$ cat src/apsc_pkg.sv
// Shared constants and types for the synthesizer control block.
// Assumes one 200 MHz clock shared by both ends of the link.
package apsc_pkg;

    localparam int ADDR_W  = 8;
    localparam int DATA_W  = 32;
    localparam int INT_W   = 10;
    localparam int FRAC_W  = 27;
    localparam int RAT_W   = INT_W + FRAC_W;
    localparam int CAP_W   = 6;
    localparam int LPF_W   = 4;
    localparam int RANGE_W = 2;
    localparam int BLK_N   = 4;
    localparam int WORD_LSB_EXP = 40;

    // Device register addresses on the link
    localparam logic [7:0] REG_MODE   = 8'h00;
    localparam logic [7:0] REG_XCAP   = 8'h01;
    localparam logic [7:0] REG_REFIN  = 8'h02;
    localparam logic [7:0] REG_FILTER = 8'h03;
    localparam logic [7:0] REG_FBINT  = 8'h04;
    localparam logic [7:0] REG_FBFRAC = 8'h05;
    localparam logic [7:0] REG_FREQ   = 8'h06;
    localparam logic [7:0] REG_TRIM   = 8'h07;
    localparam logic [7:0] REG_STATUS = 8'h08;

    // Field positions
    localparam int MODE_CLKGEN = 0;
    localparam int MODE_DCO    = 1;
    localparam int XCAP_OUT    = 8;
    localparam int REF_CMOS    = 0;
    localparam int REF_BIAS    = 1;
    localparam int REF_BUF     = 2;
    localparam int REF_DBL     = 3;
    localparam int REF_SEL     = 4;
    localparam int REF_RANGE   = 8;
    localparam int FLT_CP      = 4;
    localparam int FLT_R3      = 8;
    localparam int FLT_C3      = 12;
    localparam int FLT_BYP     = 16;
    localparam int ST_CALDONE  = 0;
    localparam int ST_CALFAIL  = 1;
    localparam int ST_LOCK     = 2;
    localparam int ST_LOL      = 3;
    localparam int ST_READY    = 4;

    // Values after reset
    localparam logic [INT_W-1:0]  FBINT_RST  = 10'h064;
    localparam logic [FRAC_W-1:0] FBFRAC_RST = 27'h000_0000;
    localparam logic [LPF_W-1:0]  LPF_RST    = 4'h0;
    localparam logic [CAP_W-1:0]  CAP_RST    = 6'h00;

    // Host command port offsets (APB byte addresses)
    localparam logic [7:0] HOST_CMD    = 8'h00;
    localparam logic [7:0] HOST_WDATA  = 8'h04;
    localparam logic [7:0] HOST_RDATA  = 8'h08;
    localparam logic [7:0] HOST_STATUS = 8'h0C;
    localparam int CMD_WRITE = 8;

    // Block release spacing during startup
    localparam int CLK_NS    = 5;
    localparam int STAGE_NS  = 100;
    localparam int STAGE_CYC = (STAGE_NS + CLK_NS - 1) / CLK_NS;

    typedef enum logic [1:0] {
        PH_HOLD,
        PH_BIAS,
        PH_STAGE,
        PH_RUN
    } apsc_phase_type;

endpackage

$ cat src/apsc_link_if.sv
// Register link between the host controller and the device.
// Assumes both ends run on the same clock.
`timescale 1ns/100ps
interface apsc_link_if;
    logic        req;
    logic        we;
    logic [7:0]  addr;
    logic [31:0] wdata;
    logic        ack;
    logic [31:0] rdata;

    modport device (
        input  req,
        input  we,
        input  addr,
        input  wdata,
        output ack,
        output rdata
    );

    modport host (
        output req,
        output we,
        output addr,
        output wdata,
        input  ack,
        input  rdata
    );
endinterface

$ cat src/apsc_sdm.sv
// Second-order MASH modulator for the feedback divider.
// Assumes a ratio in units of 2^-27, stepped once per clock.
`timescale 1ns/100ps
module apsc_sdm
    import apsc_pkg::*;
(
    input  wire logic             clock,
    input  wire logic             reset_n,
    input  wire logic [RAT_W-1:0] ratio,
    output logic      [INT_W+1:0] step_ratio
);

    typedef struct packed {
        logic [FRAC_W-1:0] acc1;
        logic [FRAC_W-1:0] acc2;
        logic              c2_prev;
        logic [INT_W+1:0]  out;
    } apsc_sdm_type;

    apsc_sdm_type s_reg;
    apsc_sdm_type s_next;

    always_comb begin
        logic [FRAC_W:0] sum1;
        logic [FRAC_W:0] sum2;
        sum1 = {1'b0, s_reg.acc1} + {1'b0, ratio[FRAC_W-1:0]};
        sum2 = {1'b0, s_reg.acc2} + {1'b0, sum1[FRAC_W-1:0]};
        s_next = s_reg;
        s_next.acc1 = sum1[FRAC_W-1:0];
        s_next.acc2 = sum2[FRAC_W-1:0];
        s_next.c2_prev = sum2[FRAC_W];
        // Ratio dithers among int-1 .. int+2
        s_next.out = {2'b00, ratio[RAT_W-1:FRAC_W]} + {{INT_W+1{1'b0}}, sum1[FRAC_W]}
                   + {{INT_W+1{1'b0}}, sum2[FRAC_W]} - {{INT_W+1{1'b0}}, s_reg.c2_prev};
    end

    always_ff @(posedge clock or negedge reset_n) begin
        if (!reset_n) begin
            s_reg <= '0;
        end else begin
            s_reg <= s_next;
        end
    end

    assign step_ratio = s_reg.out;

endmodule

$ cat src/apsc_device.sv
// Device end: configuration registers, startup sequencing, lock
// status and the fractional feedback ratio with offset scaling.
// Assumes analog status inputs are asynchronous to clock.
`timescale 1ns/100ps

// Operation
// - DCO word scaled by ratio, applied
// - Crystal trim offset added to word
// - Offset word LSB is two^-40
// - Hold blocks, release in sequence
// - Calibration done and fail readable
// - Separate crystal pin capacitance fields
// - One bit selects CMOS or differential
// - Host sets bias for AC coupling
// - Input buffer disabled after reset
// - Doubler enable doubles the reference
// - Select bit picks crystal or reference
// - Host bypasses third pole only integer
// - Four loop filter value fields
// - Sigma-delta drives multi-modulus divider
// - Ratio is integer plus 27-bit fraction
// - Host avoids fractions near 0,1,half
// - Lock status readable and on pin
// - Lock fall sets sticky loss bit
// - Host sets lock detector range
// - Synth modes use crystal or input
// - Clock generator uses differential input
// - Input buffer configured per mode
module apsc_device
    import apsc_pkg::*;
(
    input  wire logic               clock,
    input  wire logic               reset_n,
    apsc_link_if.device             link,
    input  wire logic               regulator_ok,
    input  wire logic               bias_cal_done_in,
    input  wire logic               bias_cal_fail_in,
    input  wire logic               pll_lock_in,
    output logic [BLK_N-1:0]        block_release,
    output logic [CAP_W-1:0]        xin_cap,
    output logic [CAP_W-1:0]        xout_cap,
    output logic                    ref_buffer_enable,
    output logic                    ref_buffer_cmos,
    output logic                    input_bias_enable,
    output logic                    doubler_enable,
    output logic                    ref_select_input,
    output logic [LPF_W-1:0]        filter_series_resistor,
    output logic [LPF_W-1:0]        filter_parallel_capacitor,
    output logic [LPF_W-1:0]        filter_pole3_resistor,
    output logic [LPF_W-1:0]        filter_pole3_capacitor,
    output logic                    third_pole_bypass,
    output logic [RANGE_W-1:0]      lock_range,
    output logic [INT_W+1:0]        mmd_step_ratio,
    output logic                    lock_gpio
);

    typedef struct packed {
        logic [1:0]         reg_s;
        logic [1:0]         done_s;
        logic [1:0]         fail_s;
        logic [1:0]         lock_s;
        logic               lock;
        logic               lol;
        logic               cal_done;
        logic               cal_fail;
        apsc_phase_type     phase;
        logic [7:0]         step_cnt;
        logic [BLK_N-1:0]   rel;
        logic               clkgen;
        logic               dco;
        logic [CAP_W-1:0]   xin;
        logic [CAP_W-1:0]   xout;
        logic [7:0]         refin;
        logic [RANGE_W-1:0] range;
        logic [16:0]        filter;
        logic [INT_W-1:0]   fb_int;
        logic [FRAC_W-1:0]  fb_frac;
        logic [31:0]        freq;
        logic [31:0]        trim;
        logic [RAT_W-1:0]   ratio;
        logic               buf_cmos;
        logic               src_input;
        logic               ack;
        logic [31:0]        rdata;
        logic [INT_W+1:0]   multi_modulus_divider;
    } apsc_dev_type;

    apsc_dev_type d_reg;
    apsc_dev_type d_next;
    logic [INT_W+1:0] sdm_out;

    // Offset in 2^-27 units: N * word * 2^-40
    function automatic logic [RAT_W-1:0] apsc_scale(
        input logic [RAT_W-1:0] n,
        input logic [31:0]      word
    );
        logic signed [RAT_W+32:0] prod;
        prod = $signed({1'b0, n}) * $signed(word);
        return RAT_W'(prod >>> WORD_LSB_EXP);
    endfunction

    ////////////////////////////////////////////////////////////////////////
    always_comb begin
        logic       wr;
        logic       lock_fall;
        logic [31:0] word;
        d_next = d_reg;
        wr = link.req && link.we;
        word = 32'h0000_0000;
        lock_fall = d_reg.lock && !d_reg.lock_s[1];
        d_next.reg_s  = {d_reg.reg_s[0], regulator_ok};
        d_next.done_s = {d_reg.done_s[0], bias_cal_done_in};
        d_next.fail_s = {d_reg.fail_s[0], bias_cal_fail_in};
        d_next.lock_s = {d_reg.lock_s[0], pll_lock_in};
        d_next.lock = d_reg.lock_s[1];

        case (d_reg.phase)
            PH_HOLD: begin
                d_next.rel = '0;
                if (d_reg.reg_s[1]) begin
                    d_next.phase = PH_BIAS;
                    d_next.rel = {{BLK_N-1{1'b0}}, 1'b1};
                end
            end
            PH_BIAS: begin
                if (d_reg.done_s[1] || d_reg.fail_s[1]) begin
                    d_next.cal_done = d_reg.done_s[1];
                    d_next.cal_fail = d_reg.fail_s[1];
                    d_next.phase = PH_STAGE;
                    d_next.step_cnt = '0;
                end
            end
            PH_STAGE: begin
                if (d_reg.step_cnt == 8'(STAGE_CYC - 1)) begin
                    d_next.step_cnt = '0;
                    d_next.rel = {d_reg.rel[BLK_N-2:0], 1'b1};
                    if (d_reg.rel[BLK_N-2]) begin
                        d_next.phase = PH_RUN;
                    end
                end else begin
                    d_next.step_cnt = d_reg.step_cnt + 8'd1;
                end
            end
            PH_RUN: begin
                d_next.rel = '1;
            end
            default: begin
                d_next.phase = PH_HOLD;
            end
        endcase

        d_next.ack = link.req;
        if (link.req) begin
            case (link.addr)
                REG_MODE: word = {30'h0000_0000, d_reg.dco, d_reg.clkgen};
                REG_XCAP: word = {18'h0_0000, d_reg.xout, 2'b00, d_reg.xin};
                REG_REFIN: word = {22'h00_0000, d_reg.range, d_reg.refin};
                REG_FILTER: word = {15'h0000, d_reg.filter};
                REG_FBINT: word = {22'h00_0000, d_reg.fb_int};
                REG_FBFRAC: word = {5'h00, d_reg.fb_frac};
                REG_FREQ: word = d_reg.freq;
                REG_TRIM: word = d_reg.trim;
                REG_STATUS: word = {27'h000_0000, d_reg.phase == PH_RUN, d_reg.lol,
                                    d_reg.lock, d_reg.cal_fail, d_reg.cal_done};
                default: word = 32'h0000_0000;
            endcase
        end
        d_next.rdata = word;

        if (wr) begin
            case (link.addr)
                REG_MODE: begin
                    d_next.clkgen = link.wdata[MODE_CLKGEN];
                    d_next.dco = link.wdata[MODE_DCO];
                end
                REG_XCAP: begin
                    d_next.xin = link.wdata[CAP_W-1:0];
                    d_next.xout = link.wdata[XCAP_OUT +: CAP_W];
                end
                REG_REFIN: begin
                    d_next.refin = link.wdata[7:0];
                    d_next.range = link.wdata[REF_RANGE +: RANGE_W];
                end
                REG_FILTER: d_next.filter = link.wdata[16:0];
                REG_FBINT: d_next.fb_int = link.wdata[INT_W-1:0];
                REG_FBFRAC: d_next.fb_frac = link.wdata[FRAC_W-1:0];
                REG_FREQ: d_next.freq = link.wdata;
                REG_TRIM: d_next.trim = link.wdata;
                default: ;
            endcase
        end

        // sticky loss of lock; write one clears, set wins
        d_next.lol = (d_reg.lol && !(wr && link.addr == REG_STATUS && link.wdata[ST_LOL]))
                   || lock_fall;

        // scale word by ratio; trim adds; 2^-40 LSB
        if (d_reg.clkgen) begin
            d_next.ratio = {d_reg.fb_int, d_reg.fb_frac};
        end else begin
            d_next.ratio = {d_reg.fb_int, d_reg.fb_frac}
                + apsc_scale({d_reg.fb_int, d_reg.fb_frac},
                             (d_reg.dco ? d_reg.freq : 32'h0000_0000) + d_reg.trim);
        end

        // synth modes follow select bit; source select
        d_next.src_input = d_reg.clkgen || d_reg.refin[REF_SEL];
        d_next.buf_cmos = !d_reg.clkgen && d_reg.refin[REF_CMOS];
        d_next.multi_modulus_divider = sdm_out;
    end

    always_ff @(posedge clock or negedge reset_n) begin
        if (!reset_n) begin
            d_reg <= '0;
            d_reg.phase <= PH_HOLD;
            d_reg.fb_int <= FBINT_RST;
            d_reg.fb_frac <= FBFRAC_RST;
            d_reg.xin <= CAP_RST;
            d_reg.xout <= CAP_RST;
            d_reg.ratio <= {FBINT_RST, FBFRAC_RST};
        end else begin
            d_reg <= d_next;
        end
    end

    apsc_sdm u_sdm (
        .clock      (clock),
        .reset_n    (reset_n),
        .ratio      (d_reg.ratio),
        .step_ratio (sdm_out)
    );

    ////////////////////////////////////////////////////////////////////////
    assign link.ack = d_reg.ack;
    assign link.rdata = d_reg.rdata;
    assign block_release = d_reg.rel;
    assign xin_cap = d_reg.xin;
    assign xout_cap = d_reg.xout;
    assign ref_buffer_enable = d_reg.refin[REF_BUF];
    assign ref_buffer_cmos = d_reg.buf_cmos;
    assign input_bias_enable = d_reg.refin[REF_BIAS];
    assign doubler_enable = d_reg.refin[REF_DBL];
    assign ref_select_input = d_reg.src_input;
    assign filter_series_resistor = d_reg.filter[LPF_W-1:0];
    assign filter_parallel_capacitor = d_reg.filter[FLT_CP +: LPF_W];
    assign filter_pole3_resistor = d_reg.filter[FLT_R3 +: LPF_W];
    assign filter_pole3_capacitor = d_reg.filter[FLT_C3 +: LPF_W];
    assign third_pole_bypass = d_reg.filter[FLT_BYP];
    assign lock_range = d_reg.range;
    assign mmd_step_ratio = d_reg.multi_modulus_divider;
    assign lock_gpio = d_reg.lock;

endmodule

$ cat src/flat_wrapper.sv
// flat-port wrapper written by rule: the top's interface ports become plain ports
module apsc_device_flat import apsc_pkg::*;
  (clock, reset_n, regulator_ok, bias_cal_done_in, bias_cal_fail_in, pll_lock_in, block_release, xin_cap, xout_cap, ref_buffer_enable, ref_buffer_cmos, input_bias_enable, doubler_enable, ref_select_input, filter_series_resistor, filter_parallel_capacitor, filter_pole3_resistor, filter_pole3_capacitor, third_pole_bypass, lock_range, mmd_step_ratio, lock_gpio, link_req, link_we, link_addr, link_wdata, link_ack, link_rdata);
  apsc_link_if link_i ();
  input  wire logic clock;
  input  wire logic reset_n;
  input  wire logic regulator_ok;
  input  wire logic bias_cal_done_in;
  input  wire logic bias_cal_fail_in;
  input  wire logic pll_lock_in;
  output logic [BLK_N-1:0] block_release;
  output logic [CAP_W-1:0] xin_cap;
  output logic [CAP_W-1:0] xout_cap;
  output logic ref_buffer_enable;
  output logic ref_buffer_cmos;
  output logic input_bias_enable;
  output logic doubler_enable;
  output logic ref_select_input;
  output logic [LPF_W-1:0] filter_series_resistor;
  output logic [LPF_W-1:0] filter_parallel_capacitor;
  output logic [LPF_W-1:0] filter_pole3_resistor;
  output logic [LPF_W-1:0] filter_pole3_capacitor;
  output logic third_pole_bypass;
  output logic [RANGE_W-1:0] lock_range;
  output logic [INT_W+1:0] mmd_step_ratio;
  output logic lock_gpio;
  input wire logic [$bits(link_i.req)-1:0] link_req;
  input wire logic [$bits(link_i.we)-1:0] link_we;
  input wire logic [$bits(link_i.addr)-1:0] link_addr;
  input wire logic [$bits(link_i.wdata)-1:0] link_wdata;
  output wire logic [$bits(link_i.ack)-1:0] link_ack;
  output wire logic [$bits(link_i.rdata)-1:0] link_rdata;
  assign link_i.req = link_req;
  assign link_i.we = link_we;
  assign link_i.addr = link_addr;
  assign link_i.wdata = link_wdata;
  assign link_ack = link_i.ack;
  assign link_rdata = link_i.rdata;
  apsc_device u_core (.clock(clock), .reset_n(reset_n), .link(link_i), .regulator_ok(regulator_ok), .bias_cal_done_in(bias_cal_done_in), .bias_cal_fail_in(bias_cal_fail_in), .pll_lock_in(pll_lock_in), .block_release(block_release), .xin_cap(xin_cap), .xout_cap(xout_cap), .ref_buffer_enable(ref_buffer_enable), .ref_buffer_cmos(ref_buffer_cmos), .input_bias_enable(input_bias_enable), .doubler_enable(doubler_enable), .ref_select_input(ref_select_input), .filter_series_resistor(filter_series_resistor), .filter_parallel_capacitor(filter_parallel_capacitor), .filter_pole3_resistor(filter_pole3_resistor), .filter_pole3_capacitor(filter_pole3_capacitor), .third_pole_bypass(third_pole_bypass), .lock_range(lock_range), .mmd_step_ratio(mmd_step_ratio), .lock_gpio(lock_gpio));
endmodule
$ cat config.mk
export PLATFORM = sky130hd
export DESIGN_NAME = apsc_device_flat
export DESIGN_NICKNAME = d
export VERILOG_FILES = /design/src/apsc_pkg.sv /design/src/apsc_link_if.sv /design/src/apsc_sdm.sv /design/src/apsc_device.sv /design/src/flat_wrapper.sv
export SDC_FILE = /design/constraint.sdc
export NUM_CORES = 2
export LEC_CHECK = 0
export BUFFER_PORTS_ARGS = -buffer_cell sky130_fd_sc_hd__clkbuf_2
export CORE_MARGIN = 5
export CORE_UTILIZATION = 45
export DETAILED_ROUTE_END_ITERATION = 12
export GPL_ROUTABILITY_DRIVEN = 0
export PLACE_DENSITY_LB_ADDON = 0.05
export SYNTH_ARGS = -nofsm -noshare
export SYNTH_HDL_FRONTEND = slang
export SYNTH_HIERARCHICAL = 1
export SYNTH_SLANG_ARGS = --single-unit
$ cat constraint.sdc
create_clock -name clock -period 15.4 [get_ports clock]
set_input_delay 1.54 -clock clock [delete_from_list [all_inputs] [get_ports clock]]
set_output_delay 1.54 -clock clock [all_outputs]
set_load 0.03 [all_outputs]
* After elaboration in Yosys (flattened, before gate mapping)
Index checks and enable logic that the tools add are counted.
Operators by class: add/sub/neg operators 8, multiply operators 1, div/mod/pow operators 0, $lt $le $gt $ge 0, equal/unequal tests 16, shift operators 0, multiplexer cells 14, bitwise logic cells 0, reductions and logical operators 29
Operators with widths (number):
- 32-bit one-hot mux with 9 select lines | 1
- 38-bit by 32-bit multiplier with 70-bit output | 1
- 32-bit two-way mux | 2
- 27-bit by 27-bit adder with 28-bit output | 2
- 37-bit adder | 1
- 37-bit two-way mux | 1
- 32-bit adder | 1
- 8-bit by 3-bit equality test with 1-bit output, second input constant | 4
- 2-bit AND reduction | 11
- 8-bit by 2-bit equality test with 1-bit output, second input constant | 2
- 8-bit one-hot mux with 2 select lines | 1
- 11-bit by 1-bit adder with 12-bit output | 1
- 4-bit one-hot mux with 3 select lines | 1
- 12-bit by 1-bit subtractor with 12-bit output | 1
- 10-bit by 1-bit adder with 11-bit output | 1
- 10-bit two-way mux | 1
- 8-bit by 1-bit adder with 8-bit output, second input constant | 1
- 8-bit by 1-bit equality test with 1-bit output, second input constant | 1
- 8-bit by 4-bit equality test with 1-bit output, second input constant | 1
- 8-bit by 5-bit equality test with 1-bit output, second input constant | 1
- 8-bit logical NOT | 1
- 8-bit two-way mux | 1
- 2-bit by 1-bit != test with 1-bit output, second input constant | 4
- 1-bit logical AND | 6
- other kinds (12) | 20
Word-level totals: register bits after elaboration 319, bits in latches 0, RAM bits 0, ROM bits 0, input port bits 48, output and inout bits 86, word-level logic and storage cells 100, memories 0

* Depth between registers and ports, before layout
depth after elaboration 6, gate-level depth with buffers 54

* Cells and area by module
Netlist, hierarchy kept.
By module, submodules not included:
- apsc_device | instances 1, cells each 5376, area an instance 50403.3 um2
- apsc_sdm | instances 1, cells each 537, area an instance 5170.0 um2

* Worst setup path before layout
No wires, ideal clock.
path kind register -> register, from reg u_core/d_reg[224] (netlist name), to reg u_core/d_reg[83] (netlist name), library setup time 79 ps, arrival time 11925 ps, required time 15321 ps, slack 3395 ps, cell stages (with the launch flop) 52, clock period less this slack 12005 ps, path through dfrtp_1 > clkbuf_1 > and2_1 > ha_1 > fa_1 > a21oi_1 > o21bai_1 > a21oi_1 > o21ai_1 > a41oi_1 > o21ai_1 > a21oi_1 > o21ai_1 > a21oi_1 > xnor2_1 > clkbuf_1 > nand2_1 > fa_1 > (+16 left out) > nor2b_1 > a31o_2 > nand4_1 > nand2_1 > a21oi_1 > xnor2_1 > ha_1 > nand2_1 > a2111o_1 > a41oi_2 > o31a_2 > o22ai_2 > o31a_1 > o31ai_2 > a31oi_1 > or3_1 > a21oi_2 > xor2_1
RTL lines:
- start, declared | line apsc_device.sv:88 | apsc_dev_type d_reg;
- start signal, assigned | line apsc_device.sv:222 | d_reg <= d_next;

==> impl_metrics.toml <==
[clock_network]
cts.clk_slew.worst_paths_ns = 0.06
cts_resized = 0
root_buffer = "clkbuf_16"
postCtsSetupBuffers = 0
htreeDepth = 2
clk_latency_ns = 0.56
cts-hold-fix-buffers = 0
clock-sinks = 319
cts_tree = "yes"
cts_buffer_depth = 3
cts_made_buffers = 34

[setup_path]
critPathTopFamily = "adder cells"
rrSetupSlack_ns = 1.68
crit_path_max_incr_delay_ns = 0.57
crit_slowest_cell = "fa_1"
ff2ff_path_depth = 51
cp_max_fo = 37
cp-end-kind = "flop"
cp.required_ns = 15.86
crit_buf_inv = 5
arrival_ns = 14.18
start_kind = "flop"
critPathKind = "reg2reg"
crit_path_frequent_cell = "fa_1"
path_depth = 51

[sta]
fin_ws_ns = 1.68
finalCritPeriodShare_pct = 89.1
rsz0062_at_grt = "false"
maxSlewHeadroom_pct = 22.5
worstMarginPinSlew_ns = 1.16
slew_viol_final = 0
clock_skew_ns = 0.0373
min_period_ns = 13.72
final_hold_viol_count = 0
finalSetupViolCount = 0
max_freq_ghz = 0.0729
setup_tns_ns = 0

[global_routing]
grt_pass1_wl_um = 271000
overflow = 0
grt_pass1_vias = 43000
grt_max_degree = 136
grt_usage_pct = 27.5
antenna_found_initial = 8

[synth]
synth_cell_types = 93
netlist_instances = 5913
synthFlopType = "dfrtp_1"
synth.cell_area_um2 = 55600
seq_area_frac_synth_pct = 14.4
ys_seq_elements = 319
synth_nets = 7457
yosys_warnings = 6
synth_edf_count = 0
synth_area_per_cell_um2 = 9.40
async_reset_ff_share_pct = 100

[final_layout]
syn_to_final_growth_pct = 5.77
layout-drive-gt1-share_pct = 9.71
nets = 7335
largest_reg_flops = 161

[routing]
drc = 0
vias = 40100
drt_iter0_drc = 2743
wl_per_cell_um = 23.7
antenna_violating_nets_post_route = 0
first_pass_iters = 8
wirelength_um = 177000
viasPerCell = 5.38

[floorplanning]
core_um2 = 123000
rows = 129
io_pins = 134
start_util_pct = 45.1
die_area_um2 = 131000
die_y_um = 361
dieWidth_um = 361

[placed_design]
portBuffers = 133
hpwlAfterDp_um = 130000
dpl_worst_slack_ns = 1.71

[pwr]
p_leak_uw = 0.0298
finalPower_uw = 3470
p_per_area_nw_per_um2 = 59.1
ir_drop_mv = 0.117

[job]
cap_violations = 0

[status]
status = "completed"

[hold_path]
hp-class = "reg2reg"
min_path_cells = 0
worst paths after layout:
kind / start / endpoint
max in group asynchronous: reset_n / u_core/u_sdm/s_reg[16]$_DFF_PN0_
hold reg to reg: u_core/u_sdm/step_ratio[2]$_DFF_PN0_ / u_core/mmd_step_ratio[2]$_DFF_PN0_
setup reg to reg: u_core/d_reg[224]$_DFFE_PN0P_ / u_core/d_reg[83]$_DFF_PN0_
hold / removal: u_core/u_sdm/step_ratio[2]$_DFF_PN0_ / u_core/mmd_step_ratio[2]$_DFF_PN0_
setup / recovery: u_core/d_reg[224]$_DFFE_PN0P_ / u_core/d_reg[83]$_DFF_PN0_
min in group asynchronous: reset_n / u_core/d_reg[231]$_DFFE_PN0P_
cell families after synthesis:
group | synth area share [%]
AND/OR/NAND/NOR | 13.8
AO/OA/AOI/OAI | 7.26
multiplexers | 3.30
buffers and inverters | 11.1
flip-flops | 14.4
XOR/XNOR | 2.28
adder cells (fa/ha/maj) | 47.9
cells in the mapped netlist (4+ instances only):
master | number | area share [%]
xor2_1 | 59 | 0.93
buf_4 | 92 | 1.2
nand3_1 | 41 | 0.37
a221oi_1 | 6 | 0.095
o21a_1 | 18 | 0.24
nor4_1 | 6 | 0.068
xnor2_1 | 82 | 1.3
a222oi_1 | 17 | 0.31
and3_1 | 22 | 0.25
nor3_1 | 24 | 0.22
or2_2 | 25 | 0.28
nor2_1 | 120 | 0.81
or3_1 | 9 | 0.10
o31ai_1 | 8 | 0.11
o21bai_1 | 27 | 0.36
a41oi_1 | 4 | 0.063
o21ai_0 | 102 | 0.92
a31o_2 | 6 | 0.095
a311oi_1 | 6 | 0.095
a31oi_1 | 20 | 0.23
buf_1 | 17 | 0.11
a21oi_1 | 161 | 1.4
dfstp_2 | 6 | 0.28
nand2_1 | 957 | 6.5
a221oi_2 | 4 | 0.11
fa_1 | 1052 | 38
nor3b_1 | 6 | 0.081
dfrtp_1 | 313 | 14
o31ai_2 | 4 | 0.090
ha_1 | 444 | 10
clkbuf_1 | 275 | 1.9
nor2b_1 | 22 | 0.25
a22oi_1 | 30 | 0.41
a21boi_0 | 7 | 0.095
mux2_2 | 160 | 3.2
a22o_1 | 11 | 0.17
inv_1 | 1146 | 7.7
and2_1 | 374 | 4.2
and4_1 | 5 | 0.079
o21ai_1 | 11 | 0.099
a21o_1 | 82 | 1.1
nand2b_1 | 16 | 0.18
o31a_1 | 4 | 0.063
a211oi_1 | 13 | 0.18
nand4_1 | 21 | 0.24
metrics by stage:
stage	utilization (%)	std cells	hold slack, ns	instance area (um2)
CTS	47.7	7454	0.350	58800
detailed placement	46.8	7392	0.335	57600
global placement	46.8	7392	0.334	57600
finish	47.7	7458	0.348	58800
floorplan	-	5913	0.331	55600
global route	47.7	7454	0.353	58800
layer usage:
metal	GRT usage, %	share of wire (%)	up-vias
met5	0	0.015	-
met3	8.12	9.2	236
met4	6.02	2.6	4
met1	38.8	44	20800
met2	42.4	44	1347
li1	-	-	17700
final cells by class:
cell class | count | area, um2
tap | 1637 | 2050
inverter | 1147 | 4310
multi-input combinational | 4056 | 41800
fill | 11900 | 64400
antenna | 4 | 10.0
clock inverter | 12 | 191
timing repair buffer | 233 | 1440
sequential | 319 | 8010
clock buffer | 50 | 981
placed cells by master (no fill, tap or decap), types with 17 or more instances in the layout:
| master | count |
|---|---|
| xnor2_1 | 62 |
| nand3_1 | 40 |
| o21a_1 | 18 |
| buf_4 | 99 |
| o21bai_1 | 27 |
| xor2_1 | 52 |
| mux2_2 | 160 |
| a31oi_1 | 20 |
| and3_1 | 21 |
| and2_1 | 373 |
| nand2_1 | 957 |
| inv_1 | 1146 |
| a21o_1 | 82 |
| fa_1 | 1052 |
| clkbuf_2 | 132 |
| nor2b_1 | 22 |
| clkbuf_16 | 34 |
| a21oi_1 | 161 |
| nand4_1 | 21 |
| ha_1 | 443 |
| nor2_1 | 117 |
| or2_2 | 25 |
| a22oi_1 | 30 |
| a222oi_1 | 17 |
| nor3_1 | 23 |
| xnor2_2 | 18 |
| o21ai_0 | 102 |
| dfrtp_1 | 298 |
worst register-to-register path, delay by kind of cell, from the launching register on:
kind / cells / cell delay (ns)
AO/OA/AOI/OAI: 22 / 4.95
flip-flops: 1 / 0.48
adder cells (fa/ha/maj): 12 / 5.35
XOR/XNOR: 3 / 0.40
AND/OR/NAND/NOR: 9 / 1.54
buffers and inverters: 5 / 0.92
report_power, final:
| part | total, uW | switching, uW | leakage (uW) | internal [uW] |
|---|---|---|---|---|
| Clock | 872 | 372 | 0.000564 | 500 |
| Sequential | 1070 | 71.2 | 0.00416 | 995 |
| Combinational | 1530 | 953 | 0.0250 | 582 |
| Total | 3470 | 1400 | 0.0298 | 2080 |
Note: power is estimated with default switching activity, not from simulation.
